## config.mk

```make
export PLATFORM = sky130hd
export DESIGN_NAME = cirsl_top
export DESIGN_NICKNAME = d
export VERILOG_FILES = /design/src/rtl/cirsl_pkg.sv /design/src/rtl/cirsl_top.sv
export SDC_FILE = /design/constraint.sdc
export NUM_CORES = 1
export LEC_CHECK = 0
export BUFFER_PORTS_ARGS = -buffer_cell sky130_fd_sc_hd__clkbuf_2
export CAP_MARGIN = 15
export CORE_ASPECT_RATIO = 1.25
export CORE_MARGIN = 5
export CORE_UTILIZATION = 50
export DETAILED_ROUTE_END_ITERATION = 8
export GPL_TIMING_DRIVEN = 0
export MAX_ROUTING_LAYER = met4
export PLACE_DENSITY = 0.81
export SYNTH_ARGS = -nofsm -noshare
export SYNTH_HDL_FRONTEND = slang
export SYNTH_SLANG_ARGS = --single-unit
```

## constraint.sdc

```tcl
create_clock -name clk -period 6.5 [get_ports clk]
set_input_delay 0.975 -clock clk [delete_from_list [all_inputs] [get_ports clk]]
set_output_delay 0.975 -clock clk [all_outputs]
set_load 0.02 [all_outputs]
```

## src/rtl/cirsl_pkg.sv

```systemverilog
// Package: register map, field positions and reset values of the interrupt block
package cirsl_pkg;
  localparam int unsigned DATA_W      = 64;
  localparam int unsigned ADDR_W      = 4;
  localparam int unsigned LEVEL_W     = 5;
  localparam int unsigned NUM_LEVELS  = 32;
  // Register indices on the plain register port
  localparam logic [3:0] REG_THRESHOLD = 4'h0;
  localparam logic [3:0] REG_TRAP_REQ  = 4'h1;
  localparam logic [3:0] REG_TRAP_EN   = 4'h2;
  localparam logic [3:0] REG_SOFT_REQ  = 4'h3;
  localparam logic [3:0] REG_CLEAR     = 4'h4;
  localparam logic [3:0] REG_SUMMARY   = 4'h5;
  localparam logic [3:0] REG_SER_XMIT  = 4'h6;
  localparam logic [3:0] REG_SER_RCV   = 4'h7;
  localparam logic [3:0] REG_CTRL_STAT = 4'h8;
  localparam logic [3:0] REG_CUR_MODE  = 4'h9;
  localparam logic [3:0] REG_LEVEL_ID  = 4'hA;
  // Field positions
  localparam int unsigned THR_LSB     = 0;
  localparam int unsigned TRAP_LSB    = 0;
  localparam int unsigned TRAP_W      = 4;
  localparam int unsigned SOFT_LSB    = 4;
  localparam int unsigned SOFT_W      = 15;
  localparam int unsigned SUM_TRAP    = 19;
  localparam int unsigned SUM_PIN_LSB = 20;
  localparam int unsigned PIN_W       = 4;
  localparam int unsigned CTR_LSB     = 27;
  localparam int unsigned CTR_W       = 3;
  localparam int unsigned SUM_PWR     = 30;
  localparam int unsigned SUM_MCHK    = 31;
  localparam int unsigned CRD_BIT     = 32;
  localparam int unsigned SER_BIT     = 33;
  localparam int unsigned SUM_HALT    = 34;
  localparam int unsigned MASK_LSB    = 20;
  localparam int unsigned XMIT_BIT    = 7;
  localparam int unsigned RCV_BIT     = 6;
  localparam int unsigned MODE_LSB    = 3;
  localparam int unsigned MODE_W      = 2;
  // Target levels
  localparam logic [4:0] LVL_CTR      = 5'h1D;
  localparam logic [4:0] LVL_PWR      = 5'h1E;
  localparam logic [4:0] LVL_MCHK     = 5'h1F;
  localparam logic [4:0] LVL_CRD      = 5'h1F;
  localparam logic [4:0] LVL_PIN0     = 5'h14;
  localparam logic [4:0] LVL_SER_DEF  = 5'h14;
  localparam logic [4:0] LVL_TRAP_DEF = 5'h02;
  // Reset values
  localparam logic [4:0] THR_RST      = 5'h00;
  localparam logic       XMIT_RST     = 1'b1;
  localparam logic       SER_IDLE     = 1'b1;
  localparam logic [1:0] MODE_RST     = 2'h0;
endpackage : cirsl_pkg

```

## src/rtl/cirsl_top.sv

```systemverilog
// Interrupt priority, request and summary logic with software-timed serial line
// Function
// - Interrupt taken when level exceeds threshold
// - Level identifier shows highest pending level
// - Halt has no level; summary bit 34
// - Trap needs request, enable, privileged enough mode
// - Trap request bits 3:0, others read zero
// - Soft request bits 18:4 give levels 1-15
// - Clear register write-one clears latched requests
// - Summary 3:0 is trap request AND enable
// - Summary 18:4 shows soft requests, resets zero
// - Summary 19 set for any active trap
// - Summary reports masked pins too; bits 20-23 mirror pins
// - Summary 27-29 counter requests, level 29
// - Summary 30 power fail, 31 machine check
// - Summary 32 corrected error, 33 serial line
// - Transmit bit 7, reset one, drives clock pin
// - Clock pin shared with ROM load outside debug
// - Receive bit 6 shows data pin level
// - Data pin transitions request when enable set
// - Control mask bits block matching pin requests
// - Control bits 33, 32 enable serial, corrected
module cirsl_top
  import cirsl_pkg::*;
#(
  parameter logic [4:0] LVL_TRAP = LVL_TRAP_DEF,
  parameter logic [4:0] LVL_SER  = LVL_SER_DEF
) (
  input  wire logic              clk,
  input  wire logic              rst,
  input  wire logic [ADDR_W-1:0] reg_addr,
  input  wire logic [DATA_W-1:0] reg_wdata,
  input  wire logic              reg_we,
  input  wire logic              reg_re,
  output logic      [DATA_W-1:0] reg_rdata,
  input  wire logic [PIN_W-1:0]  irq_pin,
  input  wire logic              power_fail_pin,
  input  wire logic              machine_check_pin,
  input  wire logic              halt_pin,
  input  wire logic [CTR_W-1:0]  counter_event,
  input  wire logic              corrected_read_event,
  input  wire logic              srom_data_pin,
  input  wire logic              rom_load_active,
  input  wire logic              rom_load_clk,
  input  wire logic              debug_mode,
  output logic                   srom_clk_pin,
  output logic      [4:0]        pending_level_identifier,
  output logic                   interrupt_take,
  output logic                   halt_pending
);

  // Highest set index of a level request vector
  // Level zero means nothing pending, so bit 0 is never a request
  function automatic logic [4:0] cirsl_top_level(input logic [NUM_LEVELS-1:0] req);
    logic [4:0] lvl;
    lvl = 5'h00;
    for (int i = 1; i < NUM_LEVELS; i++) begin
      if (req[i]) begin
        lvl = 5'(i);
      end
    end
    return lvl;
  endfunction

  // Trap bit i belongs to mode 3-i; mode code 0 is the most privileged
  // A trap fires in its own mode and in every more privileged one
  function automatic logic [TRAP_W-1:0] cirsl_trap_ok(input logic [MODE_W-1:0] mode);
    logic [TRAP_W-1:0] ok;
    ok = '0;
    for (int i = 0; i < TRAP_W; i++) begin
      ok[i] = ({1'b0, mode} <= 3'(TRAP_W - 1 - i));
    end
    return ok;
  endfunction

  // Synchroniser stages for pins from outside the clock domain
  // Only the second stage is read, so a metastable first stage never reaches logic
  localparam int unsigned SYNC_W = PIN_W + 4;
  // Serial data resets to its idle level, so releasing reset is not a transition
  localparam logic [SYNC_W-1:0] SYNC_RST = {SER_IDLE, {(SYNC_W-1){1'b0}}};
  logic [SYNC_W-1:0] sync_a;
  logic [SYNC_W-1:0] sync_b;
  logic              data_prev;
  logic [PIN_W-1:0]  pin_s;
  logic              pwr_s;
  logic              mchk_s;
  logic              halt_s;
  logic              data_s;

  // Name the second-stage bits by pin
  assign pin_s  = sync_b[PIN_W-1:0];
  assign pwr_s  = sync_b[PIN_W];
  assign mchk_s = sync_b[PIN_W+1];
  assign halt_s = sync_b[PIN_W+2];
  assign data_s = sync_b[PIN_W+3];

  // Two flops per pin, then a delayed copy of the data pin for edges
  // The delayed copy lags by one edge, so each transition shows for one cycle
  always_ff @(posedge clk or posedge rst) begin
    if (rst) begin
      sync_a    <= SYNC_RST;
      sync_b    <= SYNC_RST;
      data_prev <= SER_IDLE;
    end else begin
      sync_a    <= {srom_data_pin, halt_pin, machine_check_pin, power_fail_pin, irq_pin};
      sync_b    <= sync_a;
      data_prev <= data_s;
    end
  end

  // Software state
  // Written only from the register port
  logic [4:0]        threshold;
  logic [TRAP_W-1:0] trap_request;
  logic [TRAP_W-1:0] trap_enable;
  logic [SOFT_W-1:0] soft_request;
  logic [PIN_W-1:0]  external_pin_mask;
  logic              corrected_error_interrupt_enable;
  logic              serial_interrupt_enable;
  logic [MODE_W-1:0] current_mode_field;
  logic              transmit_bit;

  // Latched edge requests
  logic [CTR_W-1:0]  counter_pending;
  logic              corrected_read_pending;
  logic              serial_line_pending;

  logic [4:0]        next_threshold;
  logic [TRAP_W-1:0] next_trap_request;
  logic [TRAP_W-1:0] next_trap_enable;
  logic [SOFT_W-1:0] next_soft_request;
  logic [PIN_W-1:0]  next_external_pin_mask;
  logic              next_corrected_error_interrupt_enable;
  logic              next_serial_interrupt_enable;
  logic [MODE_W-1:0] next_current_mode_field;
  logic              next_transmit_bit;

  // Next values of the latched requests
  logic [CTR_W-1:0]  next_counter_pending;
  logic              next_corrected_read_pending;
  logic              next_serial_line_pending;
  logic              data_edge;
  logic              clr_wr;

  // Either edge of the synced data line is one transition
  assign data_edge = data_s ^ data_prev;
  assign clr_wr    = reg_we && (reg_addr == REG_CLEAR);

  // Register writes from the register port
  always_comb begin
    next_threshold                        = threshold;
    next_trap_request                     = trap_request;
    next_trap_enable                      = trap_enable;
    next_soft_request                     = soft_request;
    next_external_pin_mask                = external_pin_mask;
    next_corrected_error_interrupt_enable = corrected_error_interrupt_enable;
    next_serial_interrupt_enable          = serial_interrupt_enable;
    next_current_mode_field               = current_mode_field;
    next_transmit_bit                     = transmit_bit;
    if (reg_we) begin
      unique case (reg_addr)
        REG_THRESHOLD: next_threshold = reg_wdata[THR_LSB +: LEVEL_W];
        REG_TRAP_REQ:  next_trap_request = reg_wdata[TRAP_LSB +: TRAP_W];
        REG_TRAP_EN:   next_trap_enable = reg_wdata[TRAP_LSB +: TRAP_W];
        REG_SOFT_REQ:  next_soft_request = reg_wdata[SOFT_LSB +: SOFT_W];
        REG_CTRL_STAT: begin
          next_external_pin_mask                = reg_wdata[MASK_LSB +: PIN_W];
          next_corrected_error_interrupt_enable = reg_wdata[CRD_BIT];
          next_serial_interrupt_enable          = reg_wdata[SER_BIT];
        end
        REG_CUR_MODE:  next_current_mode_field = reg_wdata[MODE_LSB +: MODE_W];
        REG_SER_XMIT:  next_transmit_bit = reg_wdata[XMIT_BIT];
        default: begin
        end
      endcase
    end
  end

  // Latched edge requests; a new event beats a clear in the same cycle
  // Clears act only on the bits written as one
  always_comb begin
    next_counter_pending        = counter_pending;
    next_corrected_read_pending = corrected_read_pending;
    next_serial_line_pending    = serial_line_pending;
    if (clr_wr) begin
      next_counter_pending        = counter_pending & ~reg_wdata[CTR_LSB +: CTR_W];
      next_corrected_read_pending = corrected_read_pending & ~reg_wdata[CRD_BIT];
      next_serial_line_pending    = serial_line_pending & ~reg_wdata[SER_BIT];
    end
    next_counter_pending = next_counter_pending | counter_event;
    if (corrected_read_event) begin
      next_corrected_read_pending = 1'b1;
    end
    if (data_edge && serial_interrupt_enable) begin
      next_serial_line_pending = 1'b1;
    end
  end

  // Register the software state
  always_ff @(posedge clk or posedge rst) begin
    if (rst) begin
      threshold                        <= THR_RST;
      trap_request                     <= '0;
      trap_enable                      <= '0;
      soft_request                     <= '0;
      external_pin_mask                <= '0;
      corrected_error_interrupt_enable <= 1'b0;
      serial_interrupt_enable          <= 1'b0;
      current_mode_field               <= MODE_RST;
      transmit_bit                     <= XMIT_RST;
    end else begin
      threshold                        <= next_threshold;
      trap_request                     <= next_trap_request;
      trap_enable                      <= next_trap_enable;
      soft_request                     <= next_soft_request;
      external_pin_mask                <= next_external_pin_mask;
      corrected_error_interrupt_enable <= next_corrected_error_interrupt_enable;
      serial_interrupt_enable          <= next_serial_interrupt_enable;
      current_mode_field               <= next_current_mode_field;
      transmit_bit                     <= next_transmit_bit;
    end
  end

  // Register the latched requests; they reset to nothing pending
  always_ff @(posedge clk or posedge rst) begin
    if (rst) begin
      counter_pending        <= '0;
      corrected_read_pending <= 1'b0;
      serial_line_pending    <= 1'b0;
    end else begin
      counter_pending        <= next_counter_pending;
      corrected_read_pending <= next_corrected_read_pending;
      serial_line_pending    <= next_serial_line_pending;
    end
  end

  // Pending summary and level request vector
  // The summary shows masked pins and disabled corrected errors too; trap enables gate bits 3:0, serial enable gates latching
  logic [TRAP_W-1:0]     trap_armed;
  logic [TRAP_W-1:0]     trap_active;
  logic [DATA_W-1:0]     summary;
  logic [NUM_LEVELS-1:0] level_req;
  logic [4:0]            top_level;

  // Trap lines armed by their enables, and those the current mode lets through
  assign trap_armed  = trap_request & trap_enable;
  assign trap_active = trap_armed & cirsl_trap_ok(current_mode_field);

  // Summary bits, one per request source
  always_comb begin
    summary = '0;
    summary[TRAP_LSB +: TRAP_W] = trap_armed;
    summary[SOFT_LSB +: SOFT_W] = soft_request;
    summary[SUM_TRAP]           = |trap_active;
    summary[SUM_PIN_LSB +: PIN_W] = pin_s;
    summary[CTR_LSB +: CTR_W]   = counter_pending;
    summary[SUM_PWR]            = pwr_s;
    summary[SUM_MCHK]           = mchk_s;
    summary[CRD_BIT]            = corrected_read_pending;
    summary[SER_BIT]            = serial_line_pending;
    summary[SUM_HALT]           = halt_s;
  end

  // One request bit per target level; masked pins drop out here only
  // All trap modes share one level, set by parameter
  always_comb begin
    level_req = '0;
    level_req[SOFT_W:1] = soft_request;
    if (|trap_active) begin
      level_req[LVL_TRAP] = 1'b1;
    end
    for (int i = 0; i < PIN_W; i++) begin
      if (pin_s[i] && !external_pin_mask[i]) begin
        level_req[LVL_PIN0 + 5'(i)] = 1'b1;
      end
    end
    if (serial_line_pending) begin
      level_req[LVL_SER] = 1'b1;
    end
    if (|counter_pending) begin
      level_req[LVL_CTR] = 1'b1;
    end
    if (pwr_s) begin
      level_req[LVL_PWR] = 1'b1;
    end
    if (mchk_s) begin
      level_req[LVL_MCHK] = 1'b1;
    end
    if (corrected_read_pending && corrected_error_interrupt_enable) begin
      level_req[LVL_CRD] = 1'b1;
    end
  end

  // Halt stays out of the level vector
  // Service code finds halt through summary bit 34, not the identifier
  assign top_level = cirsl_top_level(level_req);

  // Registered level identifier and take decision
  // A level request that drops before service lets take fall again
  logic [4:0] next_pending_level_identifier;
  logic       next_interrupt_take;
  logic       next_halt_pending;

  // Halt raises take as well, since it has no level to compare
  always_comb begin
    next_pending_level_identifier = top_level;
    next_interrupt_take           = (top_level > threshold) || halt_s;
    next_halt_pending             = halt_s;
  end

  // Outputs change one edge after the state they report
  always_ff @(posedge clk or posedge rst) begin
    if (rst) begin
      pending_level_identifier <= '0;
      interrupt_take           <= 1'b0;
      halt_pending             <= 1'b0;
    end else begin
      pending_level_identifier <= next_pending_level_identifier;
      interrupt_take           <= next_interrupt_take;
      halt_pending             <= next_halt_pending;
    end
  end

  // Shared clock pin: ROM loader owns it while active outside debug
  // Kept combinational: the loader's clock must reach the pin without delay
  always_comb begin
    if (rom_load_active && !debug_mode) begin
      srom_clk_pin = rom_load_clk;
    end else begin
      srom_clk_pin = transmit_bit;
    end
  end

  // Read data, valid the cycle after the read strobe
  // Write-only and unused indices read as zero
  logic [DATA_W-1:0] next_reg_rdata;

  always_comb begin
    next_reg_rdata = '0;
    if (reg_re) begin
      unique case (reg_addr)
        REG_THRESHOLD: next_reg_rdata[THR_LSB +: LEVEL_W] = threshold;
        REG_TRAP_REQ:  next_reg_rdata[TRAP_LSB +: TRAP_W] = trap_request;
        REG_TRAP_EN:   next_reg_rdata[TRAP_LSB +: TRAP_W] = trap_enable;
        REG_SOFT_REQ:  next_reg_rdata[SOFT_LSB +: SOFT_W] = soft_request;
        REG_SUMMARY:   next_reg_rdata = summary;
        REG_SER_RCV:   next_reg_rdata[RCV_BIT] = data_s;
        REG_CTRL_STAT: begin
          next_reg_rdata[MASK_LSB +: PIN_W] = external_pin_mask;
          next_reg_rdata[CRD_BIT]           = corrected_error_interrupt_enable;
          next_reg_rdata[SER_BIT]           = serial_interrupt_enable;
        end
        REG_CUR_MODE:  next_reg_rdata[MODE_LSB +: MODE_W] = current_mode_field;
        REG_LEVEL_ID:  next_reg_rdata[LEVEL_W-1:0] = top_level;
        default: begin
        end
      endcase
    end
  end

  // Read data register, zero whenever no read was made
  always_ff @(posedge clk or posedge rst) begin
    if (rst) begin
      reg_rdata <= '0;
    end else begin
      reg_rdata <= next_reg_rdata;
    end
  end

endmodule // cirsl_top

```

==> results.toml <==
[logic_synthesis]
yosysSeqAreaShare = 0.564
async_flop_share = 1.00
ys_ff_latch = 98
syn_inst = 363
yosys_warnings = 0
yosysMostFrequentCell = "dfrtp_1"
synth_common_cells = "dfrtp_1, buf_4, mux2_2"
netlist_area_um2 = 4360
synth.area.top_cells = "dfrtp_1, mux2_2, buf_4"
synth_top_area_frac = 0.540
synth_edf_count = 0
syn_area_per_cell_um2 = 12.0
yosys.area.top_type = "dfrtp_1"
yosysUniqueCellTypes = 62
synthFlopType = "dfrtp_1"

[critical_path]
crit_path_start_kind = "flip-flop"
cp_max_fo = 4
path_class = "flip-flop to flip-flop"
end_kind = "flip-flop"
cp.required_ns = 6.74
crit_arrival_ns = 3.14

[sta]
rsz0062_at_grt = "no"
finClkSkew_ns = 0.0154
post-route-period-util = 0.445
slew_viol_final = 0
hold_viol_final = 0
slew_headroom = 0.594
fin_crit_ns = 2.89
setup_tns_ns = 0
tightest_slew_ns = 0.609
fmax_mhz = 345
setup_viol = 0

[cts]
cts_resized = 0
htreeDepth = 3
holdBufCountCts = 0
worstSkewPairLatency_ns = 0.37
cts-buffers-inserted = 9
root_buffer = "clkbuf_8"
cts_sinks = 98
cts_buffer_depth = 2
path_clk_slew_ns = 0.09
postCtsSetupBuffers = 0
cts_tree = "built"

[floorplan]
die-area_um2 = 10700
ioPinCount = 159
die_x_um = 93.5
num_rows = 38
fp.dieH_um = 114
start_util = 0.506
coreArea_um2 = 8610

[drt]
viasPerCell = 4.99
post_drt_wl_per_cell_um = 16.0
drcViolationCount = 0
drtPass1Iterations = 4
drt_iter0_drc = 129
via_count = 3099
routed_wl_mm = 9.92
final_antenna_net_count = 0

[layout]
drive_above_1_share = 0.387
post-route-util = 0.619
seqCellArea_um2 = 2460
antenna-diode-count = 0
final_cell_count_no_fill = 621
syn_to_final_growth_pct = 22.2
multi_input_area_um2 = 1670
fillers = 707
nets = 588

[power_and_ir_drop]
p_sw_mw = 0.396
irDropWorstVdd_uv = 130
seqPwrFrac = 0.524
p_sw_frac = 0.279
intPower_mw = 1.02
power.share.combinational = 0.175
p_clk_frac = 0.301
p_per_area_nw_per_um2 = 267
power_leakage_nw = 2.63

[min_path]
hp-class = "flip-flop to flip-flop"

[placement]
dp_hpwl_mm = 7.80
io_buffers = 90
dp.cells = 605
place.gp.congestion = 0.962

[global_routing]
grt_pass1_vias = 3264
grt_max_degree = 51
antenna_found_initial = 0
grt_pass1_wl_mm = 16.3
gr-total-overflow = 0
grt_usage = 0.208

[flow_run]
cap_violations = 0

[outcome]
outcome = "completed"
## critical path: stages (launching register included)
cell and delay (ns):
dfrtp_1 0.39, and2b_2 0.23, nor3_1 0.42, o2111ai_1 0.15, o211ai_1 0.45, ha_1 0.34
nor2b_1 0.13, o21ai_0 0.18, nand2b_1 0.09, a211oi_1 0.29, o21bai_1 0.10
## flip-flops by register name, summed over array words and instances (netlist names)
| name | cells |
|---|---|
| corrected_error_interrupt_enable | 1 |
| corrected_read_pending | 1 |
| counter_pending | 3 |
| current_mode_field | 2 |
| data_prev | 1 |
| external_pin_mask | 4 |
| halt_pending | 1 |
| interrupt_take | 1 |
| pending_level_identifier | 5 |
| reg_rdata | 32 |
| serial_interrupt_enable | 1 |
| serial_line_pending | 1 |
| soft_request | 15 |
| sync_a | 8 |
| sync_b | 8 |
| threshold | 5 |
| transmit_bit | 1 |
| trap_enable | 4 |
| trap_request | 4 |
## logic make-up after synthesis
kind of cell / count (synthesis) / synth area share
buffers and inverters: 56 / 0.0790
muxes: 39 / 0.0999
other: 1 / 0.000861
adders and majority gates: 5 / 0.0144
AOI/OAI and AO/OA: 57 / 0.0988
DFF: 98 / 0.564
and+or+nand+nor: 103 / 0.135
xor gates and xnor gates: 4 / 0.00804
## worst paths after layout
check / start / end / slack [ns] / cells after the start
worst max-delay path: sync_b[1] / interrupt_take / 3.61 / 10
worst min-delay path: sync_a[2] / sync_b[2] / 0.34 / 0
worst max register to register: sync_b[1] / interrupt_take / 3.61 / 10
worst min register to register: sync_a[2] / sync_b[2] / 0.34 / 0
max in group asynchronous: rst / sync_b[7] / 5.14 / 3
min in group asynchronous: rst / counter_pending[1] / 0.66 / 2
## layer usage
metal	vias to the layer above	wire length [um]	track usage
li1	1473	-	-
met1	1510	3940	0.243
met2	99	5220	0.353
met3	17	530	0.0342
met4	0	234	0.0938
met5	-	0	-
## metrics by stage
step	worst slack (ns)	area [um2]	total power, mW	hold WS (ns)
after floorplan	2.97	4470	0.918	0.331
after global placement	2.11	5070	0.988	0.334
after detailed placement	3.75	5100	1.00	0.335
after CTS	3.69	5330	1.43	0.349
after global routing	3.41	5330	1.50	0.360
final	3.61	5330	1.42	0.345
## cell type report
class,instances,share of cell area
tap,120,0.0282
clock buffer,12,0.0273
sequential,98,0.461
clock inverter,4,0.0143
buffer,42,0.0547
multi-input combinational,240,0.314
inverter,14,0.0103
timing repair buffer,91,0.0898
## layout by cell type, fill, tap and decap left out, types with 3 or more instances in the layout
cell type | Yosys | final
dfrtp_1 | 94 | 94
o21ai_0 | 5 | 5
a21oi_1 | 5 | 5
a31oi_1 | 4 | 4
ha_1 | 5 | 5
clkbuf_1 | 4 | 6
nor3_1 | 9 | 9
a211oi_1 | 4 | 4
a21o_1 | 5 | 5
and2_1 | 19 | 19
nor4_1 | 4 | 4
buf_2 | 5 | 5
conb_1 | 1 | 32
xnor2_1 | 3 | 3
dfstp_2 | 4 | 4
nor2_1 | 17 | 17
buf_4 | 32 | 32
nor2b_1 | 5 | 5
nand2_1 | 19 | 19
clkbuf_8 | 0 | 10
mux2_2 | 31 | 31
and3_1 | 5 | 5
nand2b_1 | 3 | 3
a22o_1 | 8 | 8
clkbuf_2 | 0 | 90
inv_1 | 13 | 12
nand3_1 | 6 | 6
mux2i_1 | 3 | 3
mux2_1 | 5 | 5
## power by group through the flow
stage	logic, mW	clock network [mW]	registers [mW]
after global placement	0.237	0	0.751
after CTS	0.249	0.440	0.743
after detailed placement	0.247	0	0.755
final	0.248	0.428	0.743
after floorplan	0.177	0	0.740
after global routing	0.277	0.467	0.754
Power figures use the tool's default switching activity.
